[config.mk]
export PLATFORM = sky130hd
export DESIGN_NAME = mtrr_top
export DESIGN_NICKNAME = d
export VERILOG_FILES = /design/src/mtrr_pkg.sv /design/src/mtrr_top.sv /design/src/mtrr_axil_slave.sv
export SDC_FILE = /design/constraint.sdc
export NUM_CORES = 1
export LEC_CHECK = 0
export BUFFER_PORTS_ARGS = -buffer_cell sky130_fd_sc_hd__buf_2
export CAP_MARGIN = 25
export CORE_ASPECT_RATIO = 0.75
export CORE_MARGIN = 2
export CORE_UTILIZATION = 25
export DETAILED_ROUTE_END_ITERATION = 8
export SLEW_MARGIN = 20
export SYNTH_ARGS = -nofsm -noshare
export SYNTH_HDL_FRONTEND = slang
export SYNTH_SLANG_ARGS = --single-unit
[constraint.sdc]
create_clock -name aclk -period 4.5 [get_ports aclk]
set_input_delay 0.675 -clock aclk [delete_from_list [all_inputs] [get_ports aclk]]
set_output_delay 0.675 -clock aclk [all_outputs]
set_load 0.05 [all_outputs]
[src/mtrr_pkg.sv]
package mtrr_pkg;

  // bus geometry
  localparam int unsigned MTRR_ADDR_W = 12;
  localparam int unsigned MTRR_DATA_W = 32;

  // register byte offsets
  localparam logic [11:0] MTRR_OFS_MODE = 12'h108;
  localparam logic [11:0] MTRR_OFS_RAW = 12'h110;
  localparam logic [11:0] MTRR_OFS_P2_XY = 12'h11c;
  localparam logic [11:0] MTRR_OFS_P5_Y = 12'h120;
  localparam logic [11:0] MTRR_OFS_P1_XY = 12'h124;
  localparam logic [11:0] MTRR_OFS_TAG_XY = 12'h128;
  localparam logic [11:0] MTRR_OFS_TAG = 12'h12c;
  localparam logic [11:0] MTRR_OFS_P5_X = 12'h16c;
  localparam logic [11:0] MTRR_OFS_P3_XY = 12'h18c;
  localparam logic [11:0] MTRR_OFS_P4_XY = 12'h190;

  // field positions
  localparam int unsigned MTRR_X_LSB = 16;
  localparam int unsigned MTRR_Y_LSB = 0;
  localparam int unsigned MTRR_MODE_BIT = 0;
  localparam int unsigned MTRR_TAG_W = 8;

  // reset values
  localparam logic [31:0] MTRR_RST_XY = 32'h80008000;
  localparam logic [15:0] MTRR_RST_HALF = 16'h8000;
  localparam logic [31:0] MTRR_RST_RAW = 32'h0fffffff;
  localparam logic [31:0] MTRR_RST_TAG_XY = 32'h80008000;
  localparam logic [7:0] MTRR_RST_TAG = 8'h00;
  localparam logic MTRR_RST_MODE = 1'b1;

  // detection mode encodings
  localparam logic MTRR_MODE_MULTI = 1'b0;
  localparam logic MTRR_MODE_COMPAT = 1'b1;

  // tag meaning no touch
  localparam logic [7:0] MTRR_TAG_NONE = 8'h00;

  // bus responses
  localparam logic [1:0] MTRR_RESP_OKAY = 2'b00;
  localparam logic [1:0] MTRR_RESP_SLVERR = 2'b10;

endpackage : mtrr_pkg

[src/mtrr_top.sv]
// Summary of operation
// - The first-point register shows calibrated X high and Y low and resets to 0x80008000.
// - The first-point register updates in both modes and in single-touch mode holds the one contact.
// - The second-point register packs X high and Y low, resets to no-touch, and updates only in multi-touch mode.
// - The third-point register uses the same layout and reset and updates only in multi-touch mode.
// - The fourth-point register uses the same layout and reset and updates only in multi-touch mode.
// - The fifth point's X and Y sit in two 16-bit registers resetting to 0x8000, updated only in multi-touch mode.
// - The raw register shows uncalibrated X high and Y low and updates only in single-touch mode.
// - The tag register carries the tag in bits 7 to 0, upper bits read zero, and resets to zero.
// - The tag field changes only once per frame, when the frame's last line has gone out.
// - A valid tag is 1 to 255 and zero means no touch is present.
// - The tag register works in both modes and in multi-touch mode belongs to the first point.
// - Mode bit 0 low selects multi-touch and high selects single-touch, resetting to high.
// - A separate tag coordinate register feeds the lookup whose result becomes the first-point tag.
`timescale 1ns/1ps
`default_nettype none
module mtrr_top
  import mtrr_pkg::*;
(
  input wire logic aclk,
  input wire logic aresetn,
  input wire logic [MTRR_ADDR_W-1:0] s_axi_awaddr,
  input wire logic s_axi_awvalid,
  output logic s_axi_awready,
  input wire logic [MTRR_DATA_W-1:0] s_axi_wdata,
  input wire logic [3:0] s_axi_wstrb,
  input wire logic s_axi_wvalid,
  output logic s_axi_wready,
  output logic [1:0] s_axi_bresp,
  output logic s_axi_bvalid,
  input wire logic s_axi_bready,
  input wire logic [MTRR_ADDR_W-1:0] s_axi_araddr,
  input wire logic s_axi_arvalid,
  output logic s_axi_arready,
  output logic [MTRR_DATA_W-1:0] s_axi_rdata,
  output logic [1:0] s_axi_rresp,
  output logic s_axi_rvalid,
  input wire logic s_axi_rready,
  input wire logic sample_valid,
  input wire logic [4:0] point_present,
  input wire logic [15:0] p1_x,
  input wire logic [15:0] p1_y,
  input wire logic [15:0] p2_x,
  input wire logic [15:0] p2_y,
  input wire logic [15:0] p3_x,
  input wire logic [15:0] p3_y,
  input wire logic [15:0] p4_x,
  input wire logic [15:0] p4_y,
  input wire logic [15:0] p5_x,
  input wire logic [15:0] p5_y,
  input wire logic [15:0] raw_x,
  input wire logic [15:0] raw_y,
  input wire logic [15:0] tag_x,
  input wire logic [15:0] tag_y,
  input wire logic frame_done,
  input wire logic [7:0] tag_lookup,
  output logic detection_mode,
  output logic [31:0] tag_query_xy
);

  // register state
  logic mode_q;
  logic [31:0] p1_xy_q;
  logic [31:0] p2_xy_q;
  logic [31:0] p3_xy_q;
  logic [31:0] p4_xy_q;
  logic [15:0] p5_x_q;
  logic [15:0] p5_y_q;
  logic [31:0] raw_xy_q;
  logic [31:0] tag_xy_q;
  logic [7:0] tag_q;
  logic touched_q;

  // bus side
  logic wr_en;
  logic [MTRR_ADDR_W-1:0] wr_addr;
  logic [MTRR_DATA_W-1:0] wr_data;
  logic [3:0] wr_strb;
  logic wr_err;
  logic [MTRR_ADDR_W-1:0] rd_addr;
  logic [MTRR_DATA_W-1:0] rd_data;
  logic rd_err;

  // packs a point into the X-high, Y-low word
  function automatic logic [31:0] mtrr_pack(input logic [15:0] x,
                                            input logic [15:0] y);
    logic [31:0] w;
    w = '0;
    w[MTRR_X_LSB +: 16] = x;
    w[MTRR_Y_LSB +: 16] = y;
    return w;
  endfunction : mtrr_pack

  // true when an address hits a mapped register
  function automatic logic mtrr_mapped(input logic [MTRR_ADDR_W-1:0] a);
    logic hit;
    hit = 1'b0;
    unique case (a)
      MTRR_OFS_MODE, MTRR_OFS_RAW, MTRR_OFS_P2_XY, MTRR_OFS_P5_Y,
      MTRR_OFS_P1_XY, MTRR_OFS_TAG_XY, MTRR_OFS_TAG, MTRR_OFS_P5_X,
      MTRR_OFS_P3_XY, MTRR_OFS_P4_XY: hit = 1'b1;
      default: hit = 1'b0;
    endcase
    return hit;
  endfunction : mtrr_mapped

  mtrr_axil_slave u_bus (
    .aclk(aclk),
    .aresetn(aresetn),
    .s_axi_awaddr(s_axi_awaddr),
    .s_axi_awvalid(s_axi_awvalid),
    .s_axi_awready(s_axi_awready),
    .s_axi_wdata(s_axi_wdata),
    .s_axi_wstrb(s_axi_wstrb),
    .s_axi_wvalid(s_axi_wvalid),
    .s_axi_wready(s_axi_wready),
    .s_axi_bresp(s_axi_bresp),
    .s_axi_bvalid(s_axi_bvalid),
    .s_axi_bready(s_axi_bready),
    .s_axi_araddr(s_axi_araddr),
    .s_axi_arvalid(s_axi_arvalid),
    .s_axi_arready(s_axi_arready),
    .s_axi_rdata(s_axi_rdata),
    .s_axi_rresp(s_axi_rresp),
    .s_axi_rvalid(s_axi_rvalid),
    .s_axi_rready(s_axi_rready),
    .wr_en(wr_en),
    .wr_addr(wr_addr),
    .wr_data(wr_data),
    .wr_strb(wr_strb),
    .wr_err(wr_err),
    .rd_addr(rd_addr),
    .rd_data(rd_data),
    .rd_err(rd_err)
  );

  // unmapped addresses answer with slave error
  assign wr_err = !mtrr_mapped(wr_addr);
  assign rd_err = !mtrr_mapped(rd_addr);

  // detection mode control, only writable field in the block
  always_ff @(posedge aclk) begin
    if (!aresetn) begin
      mode_q <= MTRR_RST_MODE;
    end else if (wr_en && wr_addr == MTRR_OFS_MODE && wr_strb[0]) begin
      mode_q <= wr_data[MTRR_MODE_BIT];
    end
  end

  // first point tracks the contact in either mode
  always_ff @(posedge aclk) begin
    if (!aresetn) begin
      p1_xy_q <= MTRR_RST_XY;
    end else if (sample_valid) begin
      p1_xy_q <= point_present[0] ? mtrr_pack(p1_x, p1_y)
                                  : MTRR_RST_XY;
    end
  end

  // points two to five move only in multi-touch mode
  always_ff @(posedge aclk) begin
    if (!aresetn) begin
      p2_xy_q <= MTRR_RST_XY;
      p3_xy_q <= MTRR_RST_XY;
      p4_xy_q <= MTRR_RST_XY;
      p5_x_q <= MTRR_RST_HALF;
      p5_y_q <= MTRR_RST_HALF;
    end else if (sample_valid && mode_q == MTRR_MODE_MULTI) begin
      p2_xy_q <= point_present[1] ? mtrr_pack(p2_x, p2_y)
                                  : MTRR_RST_XY;
      p3_xy_q <= point_present[2] ? mtrr_pack(p3_x, p3_y)
                                  : MTRR_RST_XY;
      p4_xy_q <= point_present[3] ? mtrr_pack(p4_x, p4_y)
                                  : MTRR_RST_XY;
      p5_x_q <= point_present[4] ? p5_x : MTRR_RST_HALF;
      p5_y_q <= point_present[4] ? p5_y : MTRR_RST_HALF;
    end
  end

  // raw coordinate moves only in single-touch mode
  always_ff @(posedge aclk) begin
    if (!aresetn) begin
      raw_xy_q <= MTRR_RST_RAW;
    end else if (sample_valid && mode_q == MTRR_MODE_COMPAT) begin
      raw_xy_q <= mtrr_pack(raw_x, raw_y);
    end
  end

  // tag coordinate of the first point, steers the lookup
  always_ff @(posedge aclk) begin
    if (!aresetn) begin
      tag_xy_q <= MTRR_RST_TAG_XY;
      touched_q <= 1'b0;
    end else if (sample_valid) begin
      tag_xy_q <= point_present[0] ? mtrr_pack(tag_x, tag_y)
                                   : MTRR_RST_TAG_XY;
      touched_q <= point_present[0];
    end
  end

  // tag result committed once per frame end
  always_ff @(posedge aclk) begin
    if (!aresetn) begin
      tag_q <= MTRR_RST_TAG;
    end else if (frame_done) begin
      tag_q <= touched_q ? tag_lookup : MTRR_TAG_NONE;
    end
  end

  // outputs toward the touch engine and the tag lookup
  always_ff @(posedge aclk) begin
    if (!aresetn) begin
      detection_mode <= MTRR_RST_MODE;
      tag_query_xy <= MTRR_RST_TAG_XY;
    end else begin
      detection_mode <= mode_q;
      tag_query_xy <= tag_xy_q;
    end
  end

  // read mux, reserved bits zero; result registers have no write path
  always_comb begin
    rd_data = '0;
    unique case (rd_addr)
      MTRR_OFS_MODE: rd_data[MTRR_MODE_BIT] = mode_q;
      MTRR_OFS_RAW: rd_data = raw_xy_q;
      MTRR_OFS_P2_XY: rd_data = p2_xy_q;
      MTRR_OFS_P5_Y: rd_data[15:0] = p5_y_q;
      MTRR_OFS_P1_XY: rd_data = p1_xy_q;
      MTRR_OFS_TAG_XY: rd_data = tag_xy_q;
      MTRR_OFS_TAG: rd_data[MTRR_TAG_W-1:0] = tag_q;
      MTRR_OFS_P5_X: rd_data[15:0] = p5_x_q;
      MTRR_OFS_P3_XY: rd_data = p3_xy_q;
      MTRR_OFS_P4_XY: rd_data = p4_xy_q;
      default: rd_data = '0;
    endcase
  end

endmodule : mtrr_top
`default_nettype wire

[src/mtrr_axil_slave.sv]
`timescale 1ns/1ps
`default_nettype none
module mtrr_axil_slave
  import mtrr_pkg::*;
(
  input wire logic aclk,
  input wire logic aresetn,
  input wire logic [MTRR_ADDR_W-1:0] s_axi_awaddr,
  input wire logic s_axi_awvalid,
  output logic s_axi_awready,
  input wire logic [MTRR_DATA_W-1:0] s_axi_wdata,
  input wire logic [3:0] s_axi_wstrb,
  input wire logic s_axi_wvalid,
  output logic s_axi_wready,
  output logic [1:0] s_axi_bresp,
  output logic s_axi_bvalid,
  input wire logic s_axi_bready,
  input wire logic [MTRR_ADDR_W-1:0] s_axi_araddr,
  input wire logic s_axi_arvalid,
  output logic s_axi_arready,
  output logic [MTRR_DATA_W-1:0] s_axi_rdata,
  output logic [1:0] s_axi_rresp,
  output logic s_axi_rvalid,
  input wire logic s_axi_rready,
  output logic wr_en,
  output logic [MTRR_ADDR_W-1:0] wr_addr,
  output logic [MTRR_DATA_W-1:0] wr_data,
  output logic [3:0] wr_strb,
  input wire logic wr_err,
  output logic [MTRR_ADDR_W-1:0] rd_addr,
  input wire logic [MTRR_DATA_W-1:0] rd_data,
  input wire logic rd_err
);

  logic aw_have_q;
  logic w_have_q;
  logic [MTRR_ADDR_W-1:0] awaddr_q;
  logic [MTRR_DATA_W-1:0] wdata_q;
  logic [3:0] wstrb_q;
  logic aw_take;
  logic w_take;
  logic wr_go;

  assign aw_take = s_axi_awvalid && s_axi_awready;
  assign w_take = s_axi_wvalid && s_axi_wready;
  // commit once both halves are held and no response is pending
  assign wr_go = aw_have_q && w_have_q && !s_axi_bvalid;

  assign wr_en = wr_go;
  assign wr_addr = awaddr_q;
  assign wr_data = wdata_q;
  assign wr_strb = wstrb_q;
  assign rd_addr = s_axi_araddr;

  // write address capture
  always_ff @(posedge aclk) begin
    if (!aresetn) begin
      aw_have_q <= 1'b0;
      awaddr_q <= '0;
      s_axi_awready <= 1'b1;
    end else if (aw_take) begin
      aw_have_q <= 1'b1;
      awaddr_q <= s_axi_awaddr;
      s_axi_awready <= 1'b0;
    end else if (s_axi_bvalid && s_axi_bready) begin
      aw_have_q <= 1'b0;
      s_axi_awready <= 1'b1;
    end
  end

  // write data capture
  always_ff @(posedge aclk) begin
    if (!aresetn) begin
      w_have_q <= 1'b0;
      wdata_q <= '0;
      wstrb_q <= '0;
      s_axi_wready <= 1'b1;
    end else if (w_take) begin
      w_have_q <= 1'b1;
      wdata_q <= s_axi_wdata;
      wstrb_q <= s_axi_wstrb;
      s_axi_wready <= 1'b0;
    end else if (s_axi_bvalid && s_axi_bready) begin
      w_have_q <= 1'b0;
      s_axi_wready <= 1'b1;
    end
  end

  // write response
  always_ff @(posedge aclk) begin
    if (!aresetn) begin
      s_axi_bvalid <= 1'b0;
      s_axi_bresp <= MTRR_RESP_OKAY;
    end else if (wr_go) begin
      s_axi_bvalid <= 1'b1;
      s_axi_bresp <= wr_err ? MTRR_RESP_SLVERR : MTRR_RESP_OKAY;
    end else if (s_axi_bready) begin
      s_axi_bvalid <= 1'b0;
    end
  end

  // read channel: data sampled at the address handshake
  always_ff @(posedge aclk) begin
    if (!aresetn) begin
      s_axi_arready <= 1'b1;
      s_axi_rvalid <= 1'b0;
      s_axi_rdata <= '0;
      s_axi_rresp <= MTRR_RESP_OKAY;
    end else if (s_axi_arvalid && s_axi_arready) begin
      s_axi_arready <= 1'b0;
      s_axi_rvalid <= 1'b1;
      s_axi_rdata <= rd_data;
      s_axi_rresp <= rd_err ? MTRR_RESP_SLVERR : MTRR_RESP_OKAY;
    end else if (s_axi_rvalid && s_axi_rready) begin
      s_axi_rvalid <= 1'b0;
      s_axi_arready <= 1'b1;
    end
  end

endmodule : mtrr_axil_slave
`default_nettype wire

==> results.toml <==
[grt]
met1_track_utilization_from_global_routing = 0.286
number_of_global_route_vias_before_repair = 12200
grt_pass1_wl_um = 79600
grt_busiest_layer = "met2"
antenna_found_initial = 23
groute.layer.met2.usage = 0.291
met3_usage = 0.0624
maximum_number_of_pins_on_one_net_before_global_route_repair = 78
grt_overflow = 0
track_usage = 0.199

[die]
core_um2 = 51300
die_h_um = 201
die_w_um = 267
floorplan.io_pins = 380
start_util = 0.252
rows = 72
floorplan.die_area_um2 = 53500

[yosys]
synth_sequential_area_ratio = 0.499
netlist-cell-type-count = 71
synth_seq_cells = 322
syn-instance-count = 1526
post_synth_and_or_nand_nor_area_fraction = 0.235
syn_avg_cell_area_um2 = 8.47
synthesis.area_um2 = 12900
synth.mux.area_fraction = 0.0114
postSynth.asyncResetShare = 0
synth_warnings = 0
synthAdderAreaFrac = 0
synth_enable_flop_cells = 0
synth_top_family_by_area = "simple AND/OR/NAND/NOR gates"
complex_gate_fraction_of_the_synthesized_area = 0.210
yosys_most_used_dff = "sky130_fd_sc_hd__dfxtp_1"
yosys.area_share.xor_xnor = 0.000678

[final_layout]
layout.cell_area.non_filler_um2 = 16400
final-seq-area_um2 = 6450
fillerInstances = 5467
most-common-layout-cells = "342 x sky130_fd_sc_hd__buf_2, 322 x sky130_fd_sc_hd__dfxtp_1, 256 x sky130_fd_sc_hd__nand2_1, 210 x sky130_fd_sc_hd__a21oi_1, 162 x sky130_fd_sc_hd__nand3_1"
syn_to_final_growth_pct = 27.3
finalNetCount = 2116
total_area_of_multi_input_combinational_cells_um2 = 5940
mostFrequentLayoutCell = "sky130_fd_sc_hd__buf_2"
drive_gt1_frac = 0.254

[outcome]
result_of_the_run = "finished, final reports clean"

[route]
routed-via-count = 12700
route.detailed.vias_per_inst = 5.07
drc_errors = 0
route.antenna.remaining_nets = 0
first_iter_violations = 1159
drt_wl_total_um = 54900
firstDrtPassIters = 5
post_drt_wl_per_cell_um = 21.9

[critical_path]
setup.worst_path.class = "primary input to flop"
worstSetupEndpointType = "flop"
start_kind = "primary input"
critical_path_data_arrival_time_ns = 3.22
cp.required_ns = 5.00
path_max_fanout = 15

[cts]
clock_tree_from_tritoncts = "done"
post_cts_resized = 0
cts_buffer_depth = 3
cts.repair_timing.setup_buffer_count = 0
clock-sinks = 322
cts_root_buf = "sky130_fd_sc_hd__clkbuf_16"
cts_buffers = 36
clkLatencyLatePin_ns = 0.57
clk_pin_slew_ns = 0.06
cts_hold_buffers = 0
htree_num_levels = 2

[timing]
tcrit_tclk_final = 0.604
timing.final.max_slew_violations = 0
slew_headroom = 0.286
fmax_ghz = 0.368
fin_crit_ns = 2.72
final.setup.tns_ns = 0
timing.hold.ws_ns = 0.323
finalSetupViolCount = 0
finalHoldViolCount = 0
worst_slew_pin_tran_ns = 1.07
finClkSkew_ns = 0.0352
grt_setup_unrepaired = "false"

[run]
max_cap_viol_count = 0

[placed_design]
postPlaceCellArea_um2 = 15200
portBuffers = 343
routability_driven_placement_congestion_ratio = 0.881
detailed_place_hpwl_um = 40500

[power_and_ir_drop]
p_leak_nw = 6.43
worst_ir_drop_vdd_v = 0.000224
power_density_nw_per_um2 = 403

[worst_hold_path]
hold_path_class = "primary input to flop"
==> kinds of logic (layout without fill, tap and decap cells) <==
logic type	count (synthesis)	count (layout)
AND/OR/NAND/NOR	634	634
AO/OA/AOI/OAI	418	418
flip-flops	322	322
buffers and inverters	137	445
multiplexers	13	13
other	1	9
XOR/XNOR	1	1
==> state kept, by name, indices dropped and copies added (netlist names), 12 cells and up <==
| register | cells |
|---|---|
| u_bus.wr_addr | 12 |
| p5_x_q | 16 |
| tag_xy_q | 32 |
| p4_xy_q | 32 |
| p5_y_q | 16 |
| u_bus.s_axi_rdata | 32 |
| tag_query_xy | 32 |
| p1_xy_q | 32 |
| raw_xy_q | 32 |
| p3_xy_q | 32 |
| p2_xy_q | 32 |
==> per-stage QoR <==
stage	instances	power, W	util	setup WS [ns]
floorplan	1527	0.00334	-	2.17
global placement	2438	0.00362	0.296	1.25
detailed placement	2438	0.00362	0.296	1.20
CTS	2501	0.00670	0.320	1.79
global route	2503	0.00686	0.320	1.64
finish	2508	0.00663	0.320	1.78
==> routing by layer <==
metal  vias up  routed length, um
met3        86               5180
met4        28                828
li1       5997                  -
met5         -                166
met2       500              22900
met1      6095              25900
==> worst max-delay path, stage by stage <==
cell	delay, ns
sky130_fd_sc_hd__buf_2	0.33
sky130_fd_sc_hd__or4b_2	0.70
sky130_fd_sc_hd__nor2_2	0.60
sky130_fd_sc_hd__buf_4	0.25
sky130_fd_sc_hd__a221o_1	0.26
sky130_fd_sc_hd__a222oi_1	0.18
sky130_fd_sc_hd__a211oi_2	0.21
==> path summary, 6_finish.rpt <==
check	startpoint	to	slack (ns)	cells past startpoint
worst max-delay path	s_axi_araddr[7]	u_bus.s_axi_rdata[11]	1.78	7
worst min-delay path	tag_y[14]	tag_xy_q[14]	0.32	2
worst max register to register	mode_q	p2_xy_q[5]	2.29	4
worst min register to register	p3_xy_q[22]	p3_xy_q[22]	0.45	2
==> power by group <==
group | internal (W) | switching (W)
registers | 0.00293 | 0.0000571
clock network | 0.00177 | 0.00129
logic | 0.000196 | 0.000380
total | 0.00490 | 0.00173
==> synthesized netlist by cell type, types with 3 or more instances <==
| cell | number | area, um^2 |
|---|---|---|
| sky130_fd_sc_hd__a22o_1 | 50 | 438 |
| sky130_fd_sc_hd__a221o_1 | 3 | 30.0 |
| sky130_fd_sc_hd__inv_1 | 4 | 15.0 |
| sky130_fd_sc_hd__o21ai_0 | 37 | 185 |
| sky130_fd_sc_hd__buf_1 | 8 | 30.0 |
| sky130_fd_sc_hd__nor3_1 | 6 | 30.0 |
| sky130_fd_sc_hd__mux2_2 | 4 | 45.0 |
| sky130_fd_sc_hd__dfxtp_1 | 322 | 6450 |
| sky130_fd_sc_hd__nand3_1 | 162 | 811 |
| sky130_fd_sc_hd__mux2i_1 | 8 | 80.1 |
| sky130_fd_sc_hd__a21oi_1 | 210 | 1050 |
| sky130_fd_sc_hd__a32oi_1 | 6 | 52.6 |
| sky130_fd_sc_hd__a31oi_1 | 12 | 75.1 |
| sky130_fd_sc_hd__o21ai_1 | 4 | 20.0 |
| sky130_fd_sc_hd__or3_1 | 4 | 25.0 |
| sky130_fd_sc_hd__buf_4 | 5 | 37.5 |
| sky130_fd_sc_hd__a222oi_1 | 24 | 240 |
| sky130_fd_sc_hd__nand4_1 | 3 | 18.8 |
| sky130_fd_sc_hd__buf_6 | 3 | 33.8 |
| sky130_fd_sc_hd__o221a_2 | 5 | 56.3 |
| sky130_fd_sc_hd__clkbuf_1 | 108 | 405 |
| sky130_fd_sc_hd__o22ai_1 | 3 | 18.8 |
| sky130_fd_sc_hd__buf_2 | 8 | 40.0 |
| sky130_fd_sc_hd__o21a_1 | 7 | 52.6 |
| sky130_fd_sc_hd__o211a_1 | 3 | 30.0 |
| sky130_fd_sc_hd__and3_1 | 7 | 43.8 |
| sky130_fd_sc_hd__nand2_1 | 256 | 961 |
| sky130_fd_sc_hd__nor2b_1 | 45 | 282 |
| sky130_fd_sc_hd__and2_1 | 37 | 231 |
| sky130_fd_sc_hd__nor3b_1 | 8 | 60.1 |
| sky130_fd_sc_hd__a221oi_1 | 12 | 105 |
| sky130_fd_sc_hd__a22oi_1 | 23 | 173 |
| sky130_fd_sc_hd__nor2_1 | 68 | 255 |
| sky130_fd_sc_hd__o211ai_1 | 3 | 22.5 |
| sky130_fd_sc_hd__nand2b_1 | 11 | 68.8 |
| sky130_fd_sc_hd__and4_1 | 5 | 43.8 |
==> cell type report <==
cell class / instances / share of cell area
Tap cell: 666 / 0.0507
Clock inverter: 16 / 0.0120
Sequential cell: 322 / 0.392
Antenna cell: 7 / 0.00107
Timing Repair Buffer: 377 / 0.120
Multi-Input combinational cell: 1068 / 0.361
Inverter: 5 / 0.00145
Clock buffer: 47 / 0.0616
No activity file was read; power rests on OpenSTA's default activity.
